### src/common/etr_defs.svh
// constants of the elapsed time and event recorder
// assumes a 20 MHz system clock; included by bare name
`ifndef ETR_DEFS_SVH
`define ETR_DEFS_SVH

`define ETR_CLK_KHZ          20000
`define ETR_TICK_MS          250
`define ETR_TICK_CYC         (`ETR_TICK_MS * `ETR_CLK_KHZ)
`define ETR_DEGLITCH_MS      10
`define ETR_DEGLITCH_CYC     (`ETR_DEGLITCH_MS * `ETR_CLK_KHZ)
`define ETR_NVWRITE_MS       20
`define ETR_NVWRITE_CYC      (`ETR_NVWRITE_MS * `ETR_CLK_KHZ)
`define ETR_REARM_US         10
`define ETR_REARM_CYC        ((`ETR_REARM_US * `ETR_CLK_KHZ + 999) / 1000)
`define ETR_REARM_W          8

`define ETR_IDX_W            4
`define ETR_MEM_DEPTH        16
`define ETR_IDX_ETC          4'h0
`define ETR_IDX_EVT          4'h1
`define ETR_IDX_TLIM         4'h2
`define ETR_IDX_ELIM         4'h3
`define ETR_IDX_CFG          4'h4
`define ETR_IDX_PW           4'h5
`define ETR_IDX_BOOT_LAST    4'h5
`define ETR_IDX_USER_FIRST   4'h8

`define ETR_CFG_POL_BIT      0
`define ETR_CFG_TEN_BIT      1
`define ETR_CFG_EEN_BIT      2
`define ETR_PW_RESET         32'h00000000

`endif

### src/common/etr_pkg.sv
// types of the elapsed time and event recorder
// used by etr_recorder
package etr_pkg;

  typedef enum logic [2:0] {
    ST_BOOT,
    ST_IDLE,
    ST_SAVE_T,
    ST_SAVE_E,
    ST_BUSY
  } etr_state_t;

  typedef struct packed {
    logic event_en;
    logic time_en;
    logic polarity;
  } etr_cfg_t;

  typedef struct packed {
    logic [3:0]  idx;
    logic [31:0] data;
  } etr_word_t;

endpackage

### src/rtl/etr_nv_mem.sv
// nonvolatile word store: one write port, one registered read port
// assumes its array survives rstn_in, as the cells would
`timescale 1ns/100ps
`default_nettype none
`include "etr_defs.svh"

module etr_nv_mem (
  input  wire logic        sys_clk_in,
  input  wire logic        rstn_in,
  input  wire logic        wr_en_in,
  input  wire logic [3:0]  wr_idx_in,
  input  wire logic [31:0] wr_data_in,
  input  wire logic [3:0]  rd_idx_in,
  output logic      [31:0] rd_data_out
);

  logic [31:0] cell_reg [`ETR_MEM_DEPTH];

  // blank part reads as zero
  initial begin
    for (int i = 0; i < `ETR_MEM_DEPTH; i++) begin
      cell_reg[i] = 32'h00000000;
    end
  end

  // no reset, contents persist; plain always as the blank fill writes it too
  always @(posedge sys_clk_in) begin
    if (wr_en_in) begin
      cell_reg[wr_idx_in] <= wr_data_in;
    end
  end

  always_ff @(posedge sys_clk_in or negedge rstn_in) begin
    if (!rstn_in) begin
      rd_data_out <= 32'h00000000;
    end else begin
      rd_data_out <= cell_reg[rd_idx_in];
    end
  end

endmodule // etr_nv_mem
`default_nettype wire

### src/rtl/etr_recorder.sv
// elapsed time and event recorder: deglitch, counters, alarm, store
// assumes a 20 MHz clock, an async pin on event_in, a host on same clock
//
// Operation
// RQ1: falling activity edge adds one to events
// RQ2: 32-bit time counter, one step per 250ms
// RQ3: time counts only while activity is high
// RQ4: alarm when time reaches time limit
// RQ5: alarm when events reach event limit
// RQ6: alarm pin polarity chosen by config bit
// RQ7: counters, limits, settings kept in nonvolatile store
// RQ8: sixteen bytes of user nonvolatile memory; store gives eight 32-bit user words, indices 8 to 15
// RQ9: writes need the four byte password
// RQ10: programming starts at stop, lasts 20ms
// RQ11: alarm returns 10 to 150us after clear
// RQ12: activity input deglitched before use
// RQ13: on fall stop timing, count, store both
// RQ14: writes refused while activity high, reads served
// RQ15: alarm latched until condition gone and cleared
// RQ16: quarter second tick alone enables time steps
// RQ17: limits compared live, each behind its enable
`timescale 1ns/100ps
`default_nettype none
`include "etr_defs.svh"

module etr_recorder #(
  parameter int unsigned TICK_CYC     = `ETR_TICK_CYC,
  parameter int unsigned DEGLITCH_CYC = `ETR_DEGLITCH_CYC,
  parameter int unsigned NVWRITE_CYC  = `ETR_NVWRITE_CYC
) (
  input  wire logic        sys_clk_in,
  input  wire logic        rstn_in,
  input  wire logic        event_in,
  input  wire logic        alarm_clear_command_bit_in,
  input  wire logic        stop_in,
  input  wire logic        wr_req_in,
  input  wire logic [3:0]  wr_idx_in,
  input  wire logic [31:0] wr_data_in,
  input  wire logic [31:0] wr_key_in,
  input  wire logic        rd_req_in,
  input  wire logic [3:0]  rd_idx_in,
  output logic             alarm_pin_out,
  output logic             alarm_oe_out,
  output logic             alarm_active_out,
  output logic             wr_ack_out,
  output logic             wr_nak_out,
  output logic             rd_valid_out,
  output logic      [31:0] rd_data_out,
  output logic             busy_out,
  output logic             event_level_out,
  output logic      [31:0] elapsed_time_out,
  output logic      [15:0] event_count_out
);

  ////////////////////////////////////////////////////////////////////////
  // activity input: three flops, then a stability filter

  logic [2:0]  sync_reg;
  logic        evt_hi_reg;
  logic [22:0] glitch_cnt_reg;
  wire         sync_agree = (sync_reg[1] == sync_reg[2]);
  wire         sync_diff  = sync_agree && (sync_reg[2] != evt_hi_reg);
  wire         glitch_done = (glitch_cnt_reg == 23'(DEGLITCH_CYC - 1));
  wire         evt_flip   = sync_diff && glitch_done;
  wire         evt_rise   = evt_flip && !evt_hi_reg;
  wire         evt_fall   = evt_flip && evt_hi_reg;

  always_ff @(posedge sys_clk_in or negedge rstn_in) begin
    if (!rstn_in) begin
      sync_reg       <= 3'h0;
      evt_hi_reg     <= 1'b0;
      glitch_cnt_reg <= 23'h000000;
    end else begin
      sync_reg       <= {sync_reg[1:0], event_in};
      // spikes shorter than the filter restart it
      glitch_cnt_reg <= (sync_diff && !glitch_done) ?
                        glitch_cnt_reg + 23'h000001 : 23'h000000; // RQ12
      if (evt_flip) begin
        evt_hi_reg <= !evt_hi_reg; // RQ12
      end
    end
  end

  ////////////////////////////////////////////////////////////////////////
  // working counters and quarter second tick

  etr_pkg::etr_state_t state_reg;
  logic [22:0] tick_cnt_reg;
  logic [31:0] etc_reg;
  logic [15:0] evt_reg;
  logic [31:0] tlim_reg;
  logic [15:0] elim_reg;
  logic [31:0] pw_reg;
  etr_pkg::etr_cfg_t cfg_reg;
  wire         tick = evt_hi_reg && (tick_cnt_reg == 23'(TICK_CYC - 1));

  // boot and program loads into the working copies
  logic        load_en;
  logic [3:0]  load_idx;
  logic [31:0] load_data;
  wire ld_etc  = load_en && (load_idx == `ETR_IDX_ETC);
  wire ld_evt  = load_en && (load_idx == `ETR_IDX_EVT);
  wire ld_tlim = load_en && (load_idx == `ETR_IDX_TLIM);
  wire ld_elim = load_en && (load_idx == `ETR_IDX_ELIM);
  wire ld_cfg  = load_en && (load_idx == `ETR_IDX_CFG);
  wire ld_pw   = load_en && (load_idx == `ETR_IDX_PW);

  always_ff @(posedge sys_clk_in or negedge rstn_in) begin
    if (!rstn_in) begin
      tick_cnt_reg <= 23'h000000;
    end else if (!evt_hi_reg || tick) begin
      tick_cnt_reg <= 23'h000000; // RQ16
    end else begin
      tick_cnt_reg <= tick_cnt_reg + 23'h000001; // RQ16
    end
  end

  always_ff @(posedge sys_clk_in or negedge rstn_in) begin
    if (!rstn_in) begin
      etc_reg  <= 32'h00000000;
      evt_reg  <= 16'h0000;
      tlim_reg <= 32'h00000000;
      elim_reg <= 16'h0000;
      pw_reg   <= `ETR_PW_RESET;
      cfg_reg  <= '0;
    end else begin
      if (ld_etc) begin
        etc_reg <= load_data;
      end else if (tick) begin
        etc_reg <= etc_reg + 32'h00000001; // RQ2 RQ3
      end
      if (ld_evt) begin
        evt_reg <= load_data[15:0];
      end else if (evt_fall) begin
        evt_reg <= evt_reg + 16'h0001; // RQ1 RQ13
      end
      if (ld_tlim) tlim_reg <= load_data;
      if (ld_elim) elim_reg <= load_data[15:0];
      if (ld_pw) pw_reg <= load_data;
      if (ld_cfg) begin
        cfg_reg <= {load_data[`ETR_CFG_EEN_BIT],
                    load_data[`ETR_CFG_TEN_BIT],
                    load_data[`ETR_CFG_POL_BIT]};
      end
    end
  end

  ////////////////////////////////////////////////////////////////////////
  // store sequencing

  logic [3:0]  boot_idx_reg;
  logic [3:0]  boot_ld_idx_reg;
  logic        boot_vld_reg;
  logic        fall_pend_reg;
  logic        pend_reg;
  etr_pkg::etr_word_t pend_word_reg;
  logic [18:0] busy_cnt_reg;
  logic        mem_wr_en;
  logic [3:0]  mem_wr_idx;
  logic [31:0] mem_wr_data;
  logic [3:0]  mem_rd_idx;
  logic [31:0] mem_rd_data;
  etr_pkg::etr_state_t state_next;

  wire busy_done = (busy_cnt_reg == 19'(NVWRITE_CYC - 1));
  wire boot_last = (boot_ld_idx_reg == `ETR_IDX_BOOT_LAST);
  wire idle      = (state_reg == etr_pkg::ST_IDLE);
  wire prog_go   = idle && pend_reg && stop_in && !evt_fall; // RQ10

  // key must match the stored password
  wire key_ok    = (wr_key_in == pw_reg); // RQ9
  // a write meeting the rising edge is refused, never left pending
  wire wr_ok     = idle && !evt_hi_reg && !evt_rise &&
                   !pend_reg && key_ok; // RQ14

  always_comb begin
    state_next = state_reg;
    case (state_reg)
      etr_pkg::ST_BOOT:   if (boot_vld_reg && boot_last)
                            state_next = etr_pkg::ST_IDLE;
      etr_pkg::ST_IDLE:   if (evt_fall) state_next = etr_pkg::ST_SAVE_T;
                          else if (prog_go) state_next = etr_pkg::ST_BUSY;
      etr_pkg::ST_SAVE_T: state_next = etr_pkg::ST_SAVE_E;
      etr_pkg::ST_SAVE_E: state_next = etr_pkg::ST_BUSY;
      etr_pkg::ST_BUSY:   if (busy_done)
                            state_next = fall_pend_reg ?
                                         etr_pkg::ST_SAVE_T :
                                         etr_pkg::ST_IDLE;
      default:            state_next = etr_pkg::ST_IDLE;
    endcase
  end

  // write port: counter saves on fall, else the pending host word
  wire save_t = (state_reg == etr_pkg::ST_SAVE_T);
  wire save_e = (state_reg == etr_pkg::ST_SAVE_E);
  assign mem_wr_en   = save_t || save_e || prog_go; // RQ7 RQ13
  assign mem_wr_idx  = save_t ? `ETR_IDX_ETC :
                       save_e ? `ETR_IDX_EVT : pend_word_reg.idx;
  assign mem_wr_data = save_t ? etc_reg :
                       save_e ? {16'h0000, evt_reg} : pend_word_reg.data;
  assign mem_rd_idx  = (state_reg == etr_pkg::ST_BOOT) ?
                       boot_idx_reg : rd_idx_in;
  assign load_en     = (boot_vld_reg && (state_reg == etr_pkg::ST_BOOT)) ||
                       prog_go;
  assign load_idx    = prog_go ? pend_word_reg.idx : boot_ld_idx_reg;
  assign load_data   = prog_go ? pend_word_reg.data : mem_rd_data;

  always_ff @(posedge sys_clk_in or negedge rstn_in) begin
    if (!rstn_in) begin
      state_reg     <= etr_pkg::ST_BOOT;
      boot_idx_reg  <= 4'h0;
      boot_ld_idx_reg <= 4'h0;
      boot_vld_reg  <= 1'b0;
      fall_pend_reg <= 1'b0;
      pend_reg      <= 1'b0;
      pend_word_reg <= '0;
      busy_cnt_reg  <= 19'h00000;
    end else begin
      state_reg    <= state_next;
      boot_vld_reg <= (state_reg == etr_pkg::ST_BOOT);
      // store read lags its address one edge, so the load index trails it
      boot_ld_idx_reg <= boot_idx_reg;
      if ((state_reg == etr_pkg::ST_BOOT) &&
          (boot_idx_reg != `ETR_IDX_BOOT_LAST)) begin
        boot_idx_reg <= boot_idx_reg + 4'h1;
      end
      // a fall during a program cycle, except in its last cycle, is saved once it ends
      if (evt_fall && !idle) begin
        fall_pend_reg <= 1'b1; // RQ13
      end else if (save_t) begin
        fall_pend_reg <= 1'b0;
      end
      if (wr_req_in && wr_ok) begin
        pend_reg      <= 1'b1;
        pend_word_reg <= '{idx: wr_idx_in, data: wr_data_in};
      end else if (prog_go || evt_rise) begin
        pend_reg      <= 1'b0; // RQ10 RQ14
      end
      busy_cnt_reg <= (state_reg == etr_pkg::ST_BUSY && !busy_done) ?
                      busy_cnt_reg + 19'h00001 : 19'h00000; // RQ10
    end
  end

  etr_nv_mem u_mem (
    .sys_clk_in  (sys_clk_in),
    .rstn_in     (rstn_in),
    .wr_en_in    (mem_wr_en),
    .wr_idx_in   (mem_wr_idx),
    .wr_data_in  (mem_wr_data),
    .rd_idx_in   (mem_rd_idx),
    .rd_data_out (mem_rd_data)
  ); // RQ7 RQ8

  ////////////////////////////////////////////////////////////////////////
  // host reads: counters come live, password never leaves

  logic        rd_stage_reg;
  logic [3:0]  rd_sel_reg;
  wire         rd_go = rd_req_in && (state_reg != etr_pkg::ST_BOOT);
  wire [31:0]  rd_mux =
    (rd_sel_reg == `ETR_IDX_ETC)  ? etc_reg :
    (rd_sel_reg == `ETR_IDX_EVT)  ? {16'h0000, evt_reg} :
    (rd_sel_reg == `ETR_IDX_TLIM) ? tlim_reg :
    (rd_sel_reg == `ETR_IDX_ELIM) ? {16'h0000, elim_reg} :
    (rd_sel_reg == `ETR_IDX_CFG)  ? {29'h00000000, cfg_reg} :
    (rd_sel_reg == `ETR_IDX_PW)   ? 32'h00000000 : mem_rd_data;

  ////////////////////////////////////////////////////////////////////////
  // alarm: live compare, latch, rearm delay after clear

  logic        alarm_reg;
  logic [7:0]  rearm_cnt_reg;
  wire t_hit = cfg_reg.time_en && (etc_reg >= tlim_reg); // RQ4 RQ17
  wire e_hit = cfg_reg.event_en && (evt_reg >= elim_reg); // RQ5 RQ17
  wire cond  = t_hit || e_hit;
  wire rearm = (rearm_cnt_reg != 8'h00);
  wire alarm_next = alarm_clear_command_bit_in ? 1'b0 :
                    (rearm ? 1'b0 : (alarm_reg || cond)); // RQ15
  // polarity 0 sinks on alarm, 1 releases on alarm
  wire oe_next = cfg_reg.polarity ? !alarm_next : alarm_next; // RQ6

  always_ff @(posedge sys_clk_in or negedge rstn_in) begin
    if (!rstn_in) begin
      alarm_reg     <= 1'b0;
      rearm_cnt_reg <= 8'h00;
      alarm_oe_out  <= 1'b0;
    end else begin
      alarm_reg     <= alarm_next;
      alarm_oe_out  <= oe_next;
      // output drops, then returns if a limit still holds
      if (alarm_clear_command_bit_in) begin
        rearm_cnt_reg <= `ETR_REARM_W'(`ETR_REARM_CYC); // RQ11
      end else if (rearm) begin
        rearm_cnt_reg <= rearm_cnt_reg - 8'h01; // RQ11
      end
    end
  end

  ////////////////////////////////////////////////////////////////////////
  // registered outputs

  always_ff @(posedge sys_clk_in or negedge rstn_in) begin
    if (!rstn_in) begin
      alarm_pin_out    <= 1'b0;
      alarm_active_out <= 1'b0;
      wr_ack_out       <= 1'b0;
      wr_nak_out       <= 1'b0;
      rd_stage_reg     <= 1'b0;
      rd_sel_reg       <= 4'h0;
      rd_valid_out     <= 1'b0;
      rd_data_out      <= 32'h00000000;
      busy_out         <= 1'b1;
      event_level_out  <= 1'b0;
      elapsed_time_out <= 32'h00000000;
      event_count_out  <= 16'h0000;
    end else begin
      alarm_pin_out    <= 1'b0;
      alarm_active_out <= alarm_next;
      wr_ack_out       <= wr_req_in && wr_ok;
      wr_nak_out       <= wr_req_in && !wr_ok; // RQ9 RQ14
      rd_stage_reg     <= rd_go;
      if (rd_go) rd_sel_reg <= rd_idx_in;
      rd_valid_out     <= rd_stage_reg; // RQ14
      if (rd_stage_reg) rd_data_out <= rd_mux;
      busy_out         <= (state_next != etr_pkg::ST_IDLE) || evt_hi_reg;
      event_level_out  <= evt_hi_reg;
      elapsed_time_out <= etc_reg;
      event_count_out  <= evt_reg;
    end
  end

endmodule // etr_recorder
`default_nettype wire

### config.mk
export PLATFORM = sky130hd
export DESIGN_NAME = etr_recorder
export DESIGN_NICKNAME = d
export VERILOG_FILES = /design/src/common/etr_pkg.sv /design/src/rtl/etr_nv_mem.sv /design/src/rtl/etr_recorder.sv
export VERILOG_INCLUDE_DIRS = /design/src /design/src/common
export SDC_FILE = /design/constraint.sdc
export NUM_CORES = 1
export LEC_CHECK = 0
export BUFFER_PORTS_ARGS = -buffer_cell sky130_fd_sc_hd__buf_2
export CAP_MARGIN = 20
export CORE_MARGIN = 4
export CORE_UTILIZATION = 60
export DETAILED_ROUTE_END_ITERATION = 8
export PLACE_DENSITY = 0.77
export SETUP_SLACK_MARGIN = 0.05
export SYNTH_ARGS = -nofsm -noshare
export SYNTH_HDL_FRONTEND = slang
export SYNTH_SLANG_ARGS = --single-unit
### constraint.sdc
create_clock -name sys_clk_in -period 5.9 [get_ports sys_clk_in]
set_clock_uncertainty 0.15 [all_clocks]
set_input_delay 0.59 -clock sys_clk_in [delete_from_list [all_inputs] [get_ports sys_clk_in]]
set_output_delay 0.59 -clock sys_clk_in [all_outputs]
set_load 0.01 [all_outputs]
==> impl_metrics.tcl <==
set metrics [dict create \
    io_buffers 165 \
    synthAdderAreaFrac_pct 1.82 \
    hold_depth 2 \
    grt_max_degree 257 \
    drt_first_iter_violations 3164 \
    p_switching_mw 2.94 \
    hp-class "in2reg" \
    cts_root_buf "clkbuf_16" \
    synth_nets 3317 \
    area_delta_synth_final_pct 13.1 \
    finalHoldViolCount 0 \
    worst_ir_drop_vdd_v 0.000251 \
    fp.dieH_um 261 \
    finalCriticalPeriod_ns 4.19 \
    busiest_layer "met2" \
    use_met2_pct 45.7 \
    drt_first_pass_iters 9 \
    critical_path_arrival_ns 4.58 \
    reg2reg_slack_ns 1.71 \
    timing.critical_path.required_ns 6.30 \
    startpoint_type "register" \
    htree_num_levels 3 \
    grt_pass1_wl_um 152000 \
    diodes 0 \
    nets 3463 \
    die_w_um 261 \
    cts_max_path_buffers 3 \
    synth_top_family_by_area "simple AND/OR/NAND/NOR gates" \
    wl_per_cell_um 23.4 \
    initial_core_util_pct 60.7 \
    fin_tns_setup_ns 0 \
    grt_use_total_pct 29.0 \
    place_congestion 0.945 \
    drive_gt1_share_pct 13.9 \
    r2r-end "tlim_reg[10]" \
    overflow 0 \
    crit_fanout 25 \
    place_ws_ns 1.78 \
    synth_compound_area_share_pct 8.33 \
    switching_share_pct 22.1 \
    design.die.area_mm2 0.0682 \
    synthFlopType "edfxtp_1" \
    synth_mux_area_share_pct 5.85 \
    endpoint_kind "register" \
    cts_sinks 894 \
    drc 0 \
    whs_endpoint "pend_word_reg[17]" \
    routed_wirelength_um 99400 \
    cts_made_buffers 90 \
    ys_warn_count 0 \
    use_met3_pct 5.50 \
    synth_top_area_share_pct 40.0 \
    vias 26200 \
    synthSimpleGateAreaFrac_pct 13.2 \
    min-delay-start "wr_data_in[17]" \
    slew_violations 0 \
    pwr_density_cell_mw_per_mm2 306 \
    synth_xor_xnor_area_share_pct 3.23 \
    clock.fmax_mhz 239 \
    p_leak_nw 17.3 \
    cts_tree "yes" \
    ant_nets 0 \
    slew_headroom_pct 17.2 \
    num_rows 92 \
    syn_area_mm2 0.0385 \
    vias_per_cell 6.15 \
    synth.distinct_cells 65 \
    post_cts_buffers 0 \
    yosysSeqAreaShare_pct 64.8 \
    dp.final_hpwl_um 64200 \
    comb_power_share_pct 5.4 \
    core_area_mm2 0.0633 \
    post-route-period-util_pct 71.0 \
    grt_use_met1_pct 41.5 \
    num_io_pins 167 \
    worst_pin_slew_ns 1.24 \
    rsz0062_at_grt "false" \
    synthTopCellsByArea "edfxtp_1, dfrtp_1, nand2_1, mux2i_1, mux2_2" \
    intPower_mw 10.4 \
    antenna_found_initial 0 \
    avgSynthCellArea_um2 12.1 \
    seqPwrFrac_pct 50.3 \
    status "finished, final reports clean" \
    clkPwrFrac_pct 44.3 \
    max_cap_viol_count 0 \
    async_flop_share_pct 42.7 \
    hold_buffers 2 \
    clk_pin_slew_worst_paths_ns 0.06 \
    largest_reg_flops 512 \
    grt_pass1_vias 25900 \
    setup_violations 0 \
    yosysTopAreaCell "edfxtp_1" \
    syn_inst 3182 \
    worstReg2RegStart "state_reg[0]" \
    ys_seq_elements 894 \
    cts-resized-gates 0 \
    fillCellCount 4421 \
    clock_latency_ns 0.65 \
    synth_edf_count 512 \
    setup_slack_ns 1.71 \
    path_class "reg2reg" \
    r2r.worst_path.cells 8 \
]
[critical path: stages (launching register included)]
cell and delay [ns]:
dfrtp_1 0.32, buf_4 0.39, or3b_2 0.56, nor2_1 0.22
nand3_1 0.52, o21ai_0 0.55, nor2b_4 0.81, buf_4 0.34
mux2i_1 0.21
[how the worst max path moves through the flow]
stage	startpoint	to	cells after the start
after floorplan	state_reg[1]	u_mem.cell_reg[0][0]	5
after global placement	state_reg[0]	etc_reg[31]	8
after detailed placement	state_reg[0]	etc_reg[31]	7
after CTS	state_reg[0]	etc_reg[0]	7
after global routing	state_reg[0]	tlim_reg[15]	8
final	state_reg[0]	tlim_reg[10]	8
[power groups by stage]
stage	clock, mW	combinational (mW)	sequential, mW
finish	5.89	0.722	6.69
global route	6.23	0.793	6.69
CTS	5.95	0.707	6.70
detailed placement	0	0.701	6.82
global placement	0	0.674	6.82
floorplan	0	0.400	6.80
[layout make-up]
class	count	area, um^2	share of cell area, %
sequential	894	24900	57.3
multi-input combinational	2041	12700	29.2
clock buffer	141	2660	6.11
timing repair buffer	231	1480	3.39
tap	846	1060	2.43
clock inverter	28	419	0.963
inverter	70	263	0.604
[stage by stage]
| step | utilization [%] | area [um^2] | total power [mW] | hold WS (ns) | instances |
|---|---|---|---|---|---|
| 3_5_place_dp | 63.8 | 40400 | 7.52 | 0.191 | 4078 |
| 6_report | 68.7 | 43500 | 13.3 | 0.0320 | 4251 |
| 3_3_place_gp | 63.6 | 40300 | 7.49 | 0.196 | 4075 |
| 4_1_cts | 68.6 | 43500 | 13.4 | 0.000172 | 4249 |
| 2_1_floorplan | - | 38500 | 7.20 | 0.144 | 3182 |
| 5_1_grt | 68.7 | 43500 | 13.7 | 0.0215 | 4251 |
[routing by layer]
layer	vias to the layer above	share of wire, %
li1	11700	-
met1	13100	41
met2	1169	47
met3	182	8.9
met4	0	3.0
met5	-	0
[logic make-up after synthesis]
group | Yosys count
buffers and inverters | 247
AND/OR/NAND/NOR | 1141
flip-flops | 894
AO/OA/AOI/OAI | 489
other | 1
XOR/XNOR | 142
adder cells (fa/ha/maj) | 56
multiplexers | 212
[cell usage in the layout (no fill, tap or decap), types with 54 or more instances in the layout]
master,netlist,layout
edfxtp_1,512,512
nand3_1,120,120
buf_2,30,164
mux2i_1,113,111
a31oi_1,82,82
and2_1,72,72
inv_1,70,70
nand2_1,642,642
a211oi_1,67,67
mux2_2,68,67
nor2_1,143,127
ha_1,56,56
xnor2_1,77,77
o21ai_0,131,130
buf_4,7,54
dfrtp_1,381,379
a21oi_1,61,61
xor2_1,65,65
clkbuf_16,0,92
[synth_stat cells, drive strengths merged (7+ instances only)]
library cell and number:
a211oi 67, a21oi 61, a222oi 16, a22oi 33, a31oi 82, and2 72
and3 26, buf 54, clkbuf 123, dfrtp 381, edfxtp 512, ha 56
inv 70, mux2 99, mux2i 113, nand2 645, nand2b 9, nand3 120
nand4 31, nor2 143, nor3 28, nor4 17, nor4b 7, o211ai 16
o21a 15, o21ai 131, o221ai 48, or3 11, xnor2 77, xor2 65
Note: power is estimated with default switching activity, not from simulation.
